[src/hw/cpr_params.svh]
// Constants for the calibration pattern read path.
`ifndef CPR_PARAMS_SVH
`define CPR_PARAMS_SVH

// Mode register select values on the bank address pins.
`define CPR_MODE0_SEL 3'h0
`define CPR_MODE3_SEL 3'h3
// Mode register 3 field positions.
`define CPR_MODE3_ENABLE_BIT 2
`define CPR_MODE3_LOC_HI 1
`define CPR_MODE3_LOC_LO 0
// Mode register 0 burst length field: 00 fixed eight, 01 on the fly, 10 fixed four.
`define CPR_MODE0_BL_HI 1
`define CPR_MODE0_BL_LO 0
`define CPR_BL_FIXED8 2'h0
`define CPR_BL_OTF 2'h1
`define CPR_BL_FIXED4 2'h2
// Address bit positions used during reads.
`define CPR_ADDR_NIBBLE_BIT 2
`define CPR_ADDR_CHOP_BIT 12
`define CPR_ADDR_PRECHARGE_BIT 10
// Location 00 pattern, burst position 0 in the least significant bit.
`define CPR_LOC0_PATTERN 8'haa
`define CPR_LOC_CALIB 2'h0
// Default read latency in command clock cycles.
`define CPR_DEFAULT_LATENCY 11
`define CPR_MAX_LATENCY 30
// Beats per chopped and full burst.
`define CPR_BEATS_CHOP 4'h4
`define CPR_BEATS_FULL 4'h8

`endif

[src/hw/cpr_pkg.sv]
// Types shared by the calibration pattern read path.
`default_nettype none
package cpr_pkg;
  typedef enum logic [2:0] {
    cpr_cmd_mode_set,
    cpr_cmd_read,
    cpr_cmd_idle,
    cpr_cmd_deselect,
    cpr_cmd_other
  } cpr_cmd_type;
endpackage
`default_nettype wire

[src/hw/cpr_pattern_read.sv]
// Calibration pattern read path: command decode, mode registers and serial pattern output.
//
// How it works
// - Mode register 3 bit A2 enables patterns.
// - Enabled reads come from pattern register.
// - Location field picks the pattern source.
// - Autoprecharge read acts as plain read.
// - Reset still works while enabled.
// - Disabled: location ignored, array used.
// - Bit 0 serial; bits 7:1 copy or zero.
// - Address bit 2 picks chopped half.
// - Bit 12 chops on the fly if allowed.
// - All other address bits are ignored.
// - Same read latency as array reads.
// - Burst position 0 is least significant.
// - Location 00 returns alternating zero, one.
// - No-operation starts nothing, keeps ongoing work.
// - Deselect runs nothing new, finishes ongoing.
`timescale 1ns/1ps
`default_nettype none
`include "cpr_params.svh"
module cpr_pattern_read #(
  parameter int LATENCY = `CPR_DEFAULT_LATENCY,
  parameter bit COPY_LANE = 1'b1
) (
  input wire logic ref_clk,
  input wire logic reset_n,
  input wire logic cmd_clk,
  input wire logic chip_select_n,
  input wire logic row_strobe_n,
  input wire logic col_strobe_n,
  input wire logic write_enable_n,
  input wire logic [2:0] bank_addr,
  input wire logic [13:0] addr,
  output logic [7:0] lower_byte_lane,
  output logic [7:0] upper_byte_lane,
  output logic lane_drive_en,
  output logic data_strobe,
  output logic data_strobe_en,
  output logic pattern_mode,
  output logic array_read_req,
  output logic array_autoprecharge_req,
  output logic array_write_req
);
  // ****************************************
  // Parameter checks
  // ****************************************
  if (LATENCY < 1 || LATENCY > `CPR_MAX_LATENCY) begin
    $error("LATENCY out of range");
  end

  // ****************************************
  // Pin sampling
  // ****************************************
  localparam int PIN_W = 1 + 4 + 3 + 14;
  logic [PIN_W-1:0] pins_sync;
  cpr_sync #(.WIDTH(PIN_W)) pin_sync (
    .ref_clk(ref_clk),
    .reset_n(reset_n),
    .async_in({cmd_clk, chip_select_n, row_strobe_n, col_strobe_n, write_enable_n,
               bank_addr, addr}),
    .sync_out(pins_sync)
  );
  logic clk_s;
  logic cs_n_s;
  logic ras_n_s;
  logic cas_n_s;
  logic we_n_s;
  logic [2:0] ba_s;
  logic [13:0] a_s;
  assign {clk_s, cs_n_s, ras_n_s, cas_n_s, we_n_s, ba_s, a_s} = pins_sync;

  // Pins are delayed together, so the sampled bundle stays consistent at each edge.
  logic clk_prev;
  always_ff @(posedge ref_clk) begin
    if (!reset_n) begin
      clk_prev <= 1'b0;
    end else begin
      clk_prev <= clk_s;
    end
  end
  logic rise;
  logic fall;
  assign rise = clk_s && !clk_prev;
  assign fall = !clk_s && clk_prev;

  // ****************************************
  // Command decode
  // ****************************************
  cpr_pkg::cpr_cmd_type cmd;
  always_comb begin
    if (cs_n_s) begin
      cmd = cpr_pkg::cpr_cmd_deselect;
    end else if (ras_n_s && cas_n_s && we_n_s) begin
      cmd = cpr_pkg::cpr_cmd_idle;
    end else if (!ras_n_s && !cas_n_s && !we_n_s) begin
      cmd = cpr_pkg::cpr_cmd_mode_set;
    end else if (ras_n_s && !cas_n_s && we_n_s) begin
      cmd = cpr_pkg::cpr_cmd_read;
    end else if (ras_n_s && !cas_n_s && !we_n_s) begin
      cmd = cpr_pkg::cpr_cmd_other;
    end else begin
      cmd = cpr_pkg::cpr_cmd_other;
    end
  end
  logic is_write;
  assign is_write = !cs_n_s && ras_n_s && !cas_n_s && !we_n_s;

  // ****************************************
  // Mode registers
  // ****************************************
  logic [1:0] burst_mode;
  logic [1:0] location;
  always_ff @(posedge ref_clk) begin
    if (!reset_n) begin
      pattern_mode <= 1'b0;
      location <= `CPR_LOC_CALIB;
      burst_mode <= `CPR_BL_FIXED8;
    end else if (rise && cmd == cpr_pkg::cpr_cmd_mode_set) begin
      if (ba_s == `CPR_MODE3_SEL) begin
        pattern_mode <= a_s[`CPR_MODE3_ENABLE_BIT];
        location <= a_s[`CPR_MODE3_LOC_HI:`CPR_MODE3_LOC_LO];
      end else if (ba_s == `CPR_MODE0_SEL) begin
        burst_mode <= a_s[`CPR_MODE0_BL_HI:`CPR_MODE0_BL_LO];
      end
    end
  end

  // ****************************************
  // Array hand-off when patterns are off
  // ****************************************
  logic read_now;
  assign read_now = rise && cmd == cpr_pkg::cpr_cmd_read;
  always_ff @(posedge ref_clk) begin
    if (!reset_n) begin
      array_read_req <= 1'b0;
      array_autoprecharge_req <= 1'b0;
      array_write_req <= 1'b0;
    end else begin
      array_read_req <= read_now && !pattern_mode;
      // Autoprecharge is dropped while patterns are on.
      array_autoprecharge_req <= read_now && !pattern_mode && a_s[`CPR_ADDR_PRECHARGE_BIT];
      array_write_req <= rise && is_write && !pattern_mode;
    end
  end

  // ****************************************
  // Latency pipeline
  // ****************************************
  logic chop;
  always_comb begin
    if (burst_mode == `CPR_BL_FIXED4) begin
      chop = 1'b1;
    end else if (burst_mode == `CPR_BL_OTF) begin
      chop = !a_s[`CPR_ADDR_CHOP_BIT];
    end else begin
      chop = 1'b0;
    end
  end
  // One entry per command clock; launch, chop, nibble. Other address bits unused.
  logic [2:0] pipe [0:LATENCY-1];
  always_ff @(posedge ref_clk) begin
    if (!reset_n) begin
      for (int i = 0; i < LATENCY; i++) begin
        pipe[i] <= 3'h0;
      end
    end else if (rise) begin
      pipe[0] <= {read_now && pattern_mode, chop, a_s[`CPR_ADDR_NIBBLE_BIT]};
      for (int i = 1; i < LATENCY; i++) begin
        pipe[i] <= pipe[i-1];
      end
    end
  end

  // ****************************************
  // Serial burst output
  // ****************************************
  logic [7:0] pattern;
  always_comb begin
    if (location == `CPR_LOC_CALIB) begin
      pattern = `CPR_LOC0_PATTERN;
    end else begin
      pattern = 8'h00;
    end
  end
  logic [3:0] beats_left;
  logic [2:0] beat_pos;
  logic active;
  assign active = beats_left != 4'h0;
  logic start;
  assign start = rise && pipe[LATENCY-1][2];
  always_ff @(posedge ref_clk) begin
    if (!reset_n) begin
      beats_left <= 4'h0;
      beat_pos <= 3'h0;
    end else if (start) begin
      beats_left <= pipe[LATENCY-1][1] ? `CPR_BEATS_CHOP : `CPR_BEATS_FULL;
      beat_pos <= {pipe[LATENCY-1][0] & pipe[LATENCY-1][1], 2'h0};
    end else if ((rise || fall) && active) begin
      beats_left <= beats_left - 4'h1;
      beat_pos <= beat_pos + 3'h1;
    end
  end
  logic next_bit;
  assign next_bit = start ? pattern[{pipe[LATENCY-1][0] & pipe[LATENCY-1][1], 2'h0}]
                          : pattern[beat_pos + 3'h1];
  logic launch;
  assign launch = start || ((rise || fall) && beats_left > 4'h1);
  always_ff @(posedge ref_clk) begin
    if (!reset_n) begin
      lower_byte_lane <= 8'h00;
      upper_byte_lane <= 8'h00;
      lane_drive_en <= 1'b0;
      data_strobe <= 1'b0;
      data_strobe_en <= 1'b0;
    end else if (launch) begin
      lower_byte_lane <= {{7{next_bit & COPY_LANE}}, next_bit};
      upper_byte_lane <= {{7{next_bit & COPY_LANE}}, next_bit};
      lane_drive_en <= 1'b1;
      data_strobe_en <= 1'b1;
      data_strobe <= start ? 1'b1 : fall;
    end else if ((rise || fall) && active) begin
      lower_byte_lane <= 8'h00;
      upper_byte_lane <= 8'h00;
      lane_drive_en <= 1'b0;
      data_strobe_en <= 1'b0;
      data_strobe <= 1'b0;
    end
  end
endmodule
`default_nettype wire

[src/hw/cpr_sync.sv]
// Two flip-flop synchroniser for a bundle of pin levels.
`timescale 1ns/1ps
`default_nettype none
module cpr_sync #(
  parameter int WIDTH = 1
) (
  input wire logic ref_clk,
  input wire logic reset_n,
  input wire logic [WIDTH-1:0] async_in,
  output logic [WIDTH-1:0] sync_out
);
  logic [WIDTH-1:0] stage_one;

  always_ff @(posedge ref_clk) begin
    if (!reset_n) begin
      stage_one <= '0;
      sync_out <= '0;
    end else begin
      stage_one <= async_in;
      sync_out <= stage_one;
    end
  end
endmodule
`default_nettype wire

[config.mk]
export PLATFORM = sky130hd
export DESIGN_NAME = cpr_pattern_read
export DESIGN_NICKNAME = d
export VERILOG_FILES = /design/src/hw/cpr_pkg.sv /design/src/hw/cpr_pattern_read.sv /design/src/hw/cpr_sync.sv
export VERILOG_INCLUDE_DIRS = /design/src /design/src/hw
export SDC_FILE = /design/constraint.sdc
export NUM_CORES = 1
export LEC_CHECK = 0
export BUFFER_PORTS_ARGS = -buffer_cell sky130_fd_sc_hd__buf_4
export CORE_ASPECT_RATIO = 1.5
export CORE_MARGIN = 4
export CORE_UTILIZATION = 48
export DETAILED_ROUTE_END_ITERATION = 7
export PLACE_DENSITY_LB_ADDON = 0.2
export SYNTH_ARGS = -nofsm -noshare
export SYNTH_HDL_FRONTEND = slang
export SYNTH_SLANG_ARGS = --single-unit
[constraint.sdc]
create_clock -name ref_clk -period 2 [get_ports ref_clk]
set_input_delay 0.4 -clock ref_clk [delete_from_list [all_inputs] [get_ports ref_clk]]
set_output_delay 0.4 -clock ref_clk [all_outputs]
set_load 0.02 [all_outputs]
# Word-level counts from Yosys, hierarchy flattened
# Memory sizes are Yosys's and may differ from the RTL's.
# Cells that the tools add are included.
[totals] register_bits=70 mem_bits_rw=33 input_bits=24 output_inout_bits=23 elab_cells=117 memories=1
[memory_table] memory="pipe" depth=11 width=3 read_ports=11 rd_clocked_by_memory_dff=0 wr=11 line_no="cpr_pattern_read.sv:161" rtl="logic [2:0] pipe [0:LATENCY-1];"
[classes] addsub=2 magnitude_cmp=3 n_eq_ne=4 muxes=38 bitwise=14 n_reduce_logical=40
[op_table] op="2-to-1 mux 3 bit" n=17
[op_table] op="2-to-1 mux 8 bit" n=3
[op_table] op="logical AND 1 bit" n=21
[op_table] op="2-to-1 mux 1 bit" n=14
[op_table] op="2-to-1 mux 4 bit" n=3
[op_table] op="bitwise OR 1 bit" n=11
[op_table] op="zero test 1 bit" n=8
[op_table] op="< comparator 3 x 4 -> 1 bit, second input constant" n=2
[op_table] op="zero test 3 bit" n=2
[op_table] op="greater-than comparator 4 x 1 -> 1 bit, second input constant" n=1
[op_table] op="nonzero test 2 bit" n=2
[op_table] op="nonzero test 4 bit" n=1
[op_table] op="subtractor 4 x 1 -> 4 bit, second input constant" n=1
[op_table] op="adder 3 x 1 -> 3 bit, second input constant" n=1
[op_table] op="binary-select mux 1 bit (select 3 bit)" n=1
[op_table] op="== test 3 x 1 -> 1 bit, second input constant" n=1
[op_table] op="== test 3 x 2 -> 1 bit, second input constant" n=1
[op_table] op="AND reduction 3 bit" n=1
[op_table] op="== test 2 x 1 -> 1 bit, second input constant" n=1
[op_table] op="== test 2 bit, second input constant" n=1
[op_table] op="zero test 2 bit" n=1
[op_table] op="logical OR 1 bit" n=2
[op_table] op="inverter 1 bit" n=2
[op_table] op="AND reduction 2 bit" n=1
[op_table] op="2 further kinds" n=2

# Logic depth before layout (Yosys ltp)
[depth] depth_word=11 depth_mapped=6 ltp_nobuf=6

# Modules after synthesis
# From an unflattened synthesis, not the netlist that was laid out.
[hier_totals] cells_unflattened=248 hier_area_um2=2960.3
[modules_own_cells] module="cpr_pattern_read" instances=1 cells_each=156 area_per_inst_um2=1729.2
[modules_own_cells] module="cpr_sync" instances=1 cells_each=92 area_per_inst_um2=1231.2

# Worst setup path after synthesis
# No wires, ideal clock.
[synth_timing] kind="reg-to-reg" start="reg clk_prev" end="reg burst_mode[0]" t_arrival_ps=1813 required_time_ps=1882 path_slack_ps=69 path_stages_with_launch=7 n_path_buf=0 period_less_slack_ps=1931 path_cell_list="dfxtp_1 -> inv_1 -> ha_1 -> or3b_1 -> or4_1 -> or3_4 -> mux2i_1"
[synth_via] elab_chain_len=4
[synth_rtl] element="start: declaration" line_no="cpr_pattern_read.sv:74" rtl="logic clk_prev;"
[synth_rtl] element="start signal: assignment" line_no="cpr_pattern_read.sv:79" rtl="clk_prev <= clk_s;"
[synth_rtl] element="zero test 1 bit" line_no="cpr_pattern_read.sv:84" rtl="assign rise = clk_s && !clk_prev;"
[synth_rtl] element="logical AND 1 bit" line_no="cpr_pattern_read.sv:84"
[synth_rtl] element="logical AND 1 bit" line_no="cpr_pattern_read.sv:119" rtl="end else if (rise && cmd == cpr_pkg::cpr_cmd_mode_set) begin"
[synth_rtl] element="AND reduction 3 bit (no line)"
[synth_rtl] element="end signal: assignment" line_no="cpr_pattern_read.sv:118" rtl="burst_mode <= `CPR_BL_FIXED8;"
[synth_rtl] element="end signal: assignment" line_no="cpr_pattern_read.sv:124" rtl="burst_mode <= a_s[`CPR_MODE0_BL_HI:`CPR_MODE0_BL_LO];"
[synth_rtl] element="end: declaration" line_no="cpr_pattern_read.sv:112" rtl="logic [1:0] burst_mode;"
# No other way between the ends.
# A chain may end at the register's enable or synchronous reset.

# Worst setup path in the final report
[layout_timing] start="reg clk_prev" end="reg burst_mode[1]"
# Same word-level chain as after synthesis.

==> impl_metrics.tcl <==
set metrics [dict create \
    cts_hold_repair.buffers 0 \
    post-route-period-util_pct 97.50 \
    clock.fmax_mhz 512.8 \
    antenna_cells_inserted 0 \
    startpoint_of_the_tightest_hold_check_path "col_strobe_n" \
    boundaryPins 47 \
    synth_top_cell_area_share_pct 35.52 \
    p_leak_nw 1.222 \
    cts_buffers 9 \
    maximum_buffer_depth_of_the_clock_tree 2 \
    globalRouteMet2Util_pct 22.43 \
    post_route_cells_drive_above_1_share_pct 24.48 \
    start_util_pct 49.99 \
    via_per_inst 4.805 \
    die-width_um 66.02 \
    netlist.top_cell.by_area "sky130_fd_sc_hd__dfxtp_1" \
    final_antenna_net_count 0 \
    chipHeight_um 95.03 \
    max_slew_margin_pct 67.82 \
    powerDensity_nw_per_um2 934.0 \
    unrepaired_setup_endpoints_after_global_routing "false" \
    wire_per_inst_um 12.00 \
    critPathKind "flip-flop to flip-flop" \
    multiInputGateArea_sq_um 739.5 \
    drv_cap 0 \
    synth.area.top_cells "sky130_fd_sc_hd__dfxtp_1, sky130_fd_sc_hd__edfxtp_1, sky130_fd_sc_hd__and2_1" \
    tritoncts "done" \
    drt_drc_violations_left 0 \
    worst_setup_path_start_kind "flip-flop" \
    portBuffers 37 \
    p_switching_mw 0.5380 \
    timing.critical_path.slowest_stage_cell "sky130_fd_sc_hd__or4_4" \
    min_period_ns 1.950 \
    worst_ep_arrival_time_ns 2.16 \
    cellInternalPower_mw 2.128 \
    seq_power_share_pct 54.0 \
    synth_async_sr_flop_share_pct 0 \
    ctsRootBufferMaster "sky130_fd_sc_hd__clkbuf_8" \
    synth_common_cells "sky130_fd_sc_hd__dfxtp_1, sky130_fd_sc_hd__and2_1, sky130_fd_sc_hd__edfxtp_1, sky130_fd_sc_hd__and3_1, sky130_fd_sc_hd__buf_4" \
    globalRouteMet1Util_pct 14.89 \
    top_usage_layer "met2" \
    vdd.ir_drop.worst_mv 0.5760 \
    worstPathMaxFanout 2 \
    dominantRegCellSynth "sky130_fd_sc_hd__dfxtp_1" \
    postRouteWirelength_mm 3.683 \
    track_usage_pct 13.40 \
    clkTransAtPathRegs_ns 0.07 \
    finalHoldViolations 0 \
    comb_power_share_pct 5.5 \
    net_count_of_the_mapped_netlist 240 \
    worst_clock_skew_ns 0.007793 \
    combined_buffer_and_inverter_count_along_the_critical_path 1 \
    n_fill_cell 426 \
    post_cts.resized_instances 0 \
    h-tree-depth 3 \
    fp.dieArea_sq_um 6273 \
    clk_latency_ns 0.33 \
    core.rowCount 31 \
    post_synth.cell_area_avg_sq_um 11.49 \
    cp_data_required_time_ns 2.21 \
    place_congestion 0.7194 \
    synthesized_instance_count 211 \
    design.core.area_sq_um 4848 \
    dp.final_hpwl_mm 2.327 \
    area.sequential_sq_um 1521 \
    met3_usage_pct 5.189 \
    timing.critical_path.max_delay_family "simple AND/OR/NAND/NOR gates" \
    synth.most_common_cell "sky130_fd_sc_hd__dfxtp_1" \
    share_clk_of_total_power_pct 40.6 \
    timing.critical_path.cells "inv_1 > ha_2 > or3b_4 > or4_4 > or3_4 > mux2i_1" \
    worst_path_largest_cell_delay_ns 0.43 \
    sequential_to_total_area_share_from_yosys_stat_pct 62.78 \
    worst_setup_path_end_kind "flip-flop" \
    critical_path.reg2reg.startpoint "clk_prev" \
    cts.sink_count 65 \
    detail_route.first_pass.iterations 4 \
    synthDistinctLibCells 30 \
    post_synth_instance_area_sq_um 2424 \
    holdCritPathClass "primary input to flip-flop" \
    outcome "completed" \
    setup-violations-final 0 \
    setup-tns-final_ns 0 \
    edff_count_synth 22 \
    final_nets 265 \
    area_growth_pct 17.76 \
    grt_first_pass_wirelength_mm 6.223 \
    first_global_vias 1400 \
    grt_overflow 0 \
    grt_start_max_net_pins 63 \
    grt_antenna_before_repair 0 \
    yosys_warnings 0 \
    num_vias 1475 \
    sw_frac_of_total_pct 20.18 \
    hold_ws_ns 0.2781 \
    postSynthRegisterBits 65 \
    startpoint "clk_prev" \
    post_cts.repair.setup_buffers 0 \
    slew_viol_final 0 \
    worst_slew_pin_slew_ns 0.4820 \
    first_iteration_detailed_routing_drc_count 42 \
]
-- cell families (layout without fill, tap and decap cells) --
group	count (synthesis)	after routing	synth area share [%]
simple gates	91	91	21.37
buf+inv	30	60	7.176
mux	6	6	2.478
compound gates	12	12	2.891
xor+xnor	2	2	0.7229
fa+ha+maj	5	5	2.581
flops	65	65	62.78
-- registers in the layout, indices dropped and copies added (netlist names) --
signal / count
beats_left: 4
clk_prev: 1
pipe: 22
data_strobe_en: 1
array_read_req: 1
data_strobe: 1
pin_sync.stage_one: 13
upper_byte_lane: 1
array_autoprecharge_req: 1
location: 2
array_write_req: 1
beat_pos: 1
burst_mode: 2
pattern_mode: 1
pin_sync.sync_out: 13
-- final timing paths --
kind / depth (start not counted) / slack (ns) / to
setup / recovery: 6 / 0.05 / burst_mode[1]
hold / removal: 2 / 0.28 / pin_sync.stage_one[18]
setup reg to reg: 6 / 0.05 / burst_mode[1]
hold reg to reg: 1 / 0.43 / pin_sync.sync_out[16]
-- per-layer routing --
layer / share of wire, % / up-vias
met5: 0 / -
met4: 2.2 / 0
met3: 6.4 / 7
met2: 47 / 44
met1: 44 / 683
li1: - / 741
-- power groups by stage --
stage                     sequential, mW  clock (mW)  combinational (mW)
after global routing                1.44        1.18               0.165
after floorplan                     1.47           0               0.101
after detailed placement            1.47           0               0.145
after global placement              1.47           0               0.143
after CTS                           1.44        1.12               0.146
final                               1.44        1.08               0.145
-- layout by cell type (no fill, tap or decap), types with 3 or more instances in the layout --
cell type | netlist | layout
sky130_fd_sc_hd__dfxtp_1 | 43 | 43
sky130_fd_sc_hd__and3_1 | 19 | 19
sky130_fd_sc_hd__nand2_1 | 14 | 14
sky130_fd_sc_hd__edfxtp_1 | 22 | 22
sky130_fd_sc_hd__clkbuf_8 | 0 | 11
sky130_fd_sc_hd__and2_1 | 29 | 29
sky130_fd_sc_hd__buf_4 | 16 | 39
sky130_fd_sc_hd__nand2b_1 | 4 | 4
sky130_fd_sc_hd__mux2i_1 | 6 | 6
sky130_fd_sc_hd__inv_1 | 5 | 5
sky130_fd_sc_hd__nor3_1 | 3 | 3
sky130_fd_sc_hd__nor2_1 | 10 | 9
sky130_fd_sc_hd__ha_1 | 5 | 4
sky130_fd_sc_hd__a21oi_1 | 7 | 7
-- layout make-up --
cell class	instances	share of cell area, %
tap	66	2.893
multi-input combinational	116	25.91
clock inverter	3	1.403
sequential	65	53.31
clock buffer	13	5.568
inverter	5	0.6576
timing repair buffer	39	10.26
-- stage by stage --
stage	setup WS (ns)	area, sq um	power (mW)	instances	utilization [%]
global placement	0.08779	2644	1.610	291	54.53
global route	0.001524	2854	2.785	307	58.86
floorplan	0.06882	2424	1.566	211	-
detailed placement	0.04891	2644	1.613	291	54.53
finish	0.05006	2854	2.666	307	58.86
CTS	0.02218	2843	2.704	307	58.63
(Power assumes the default switching activity.)
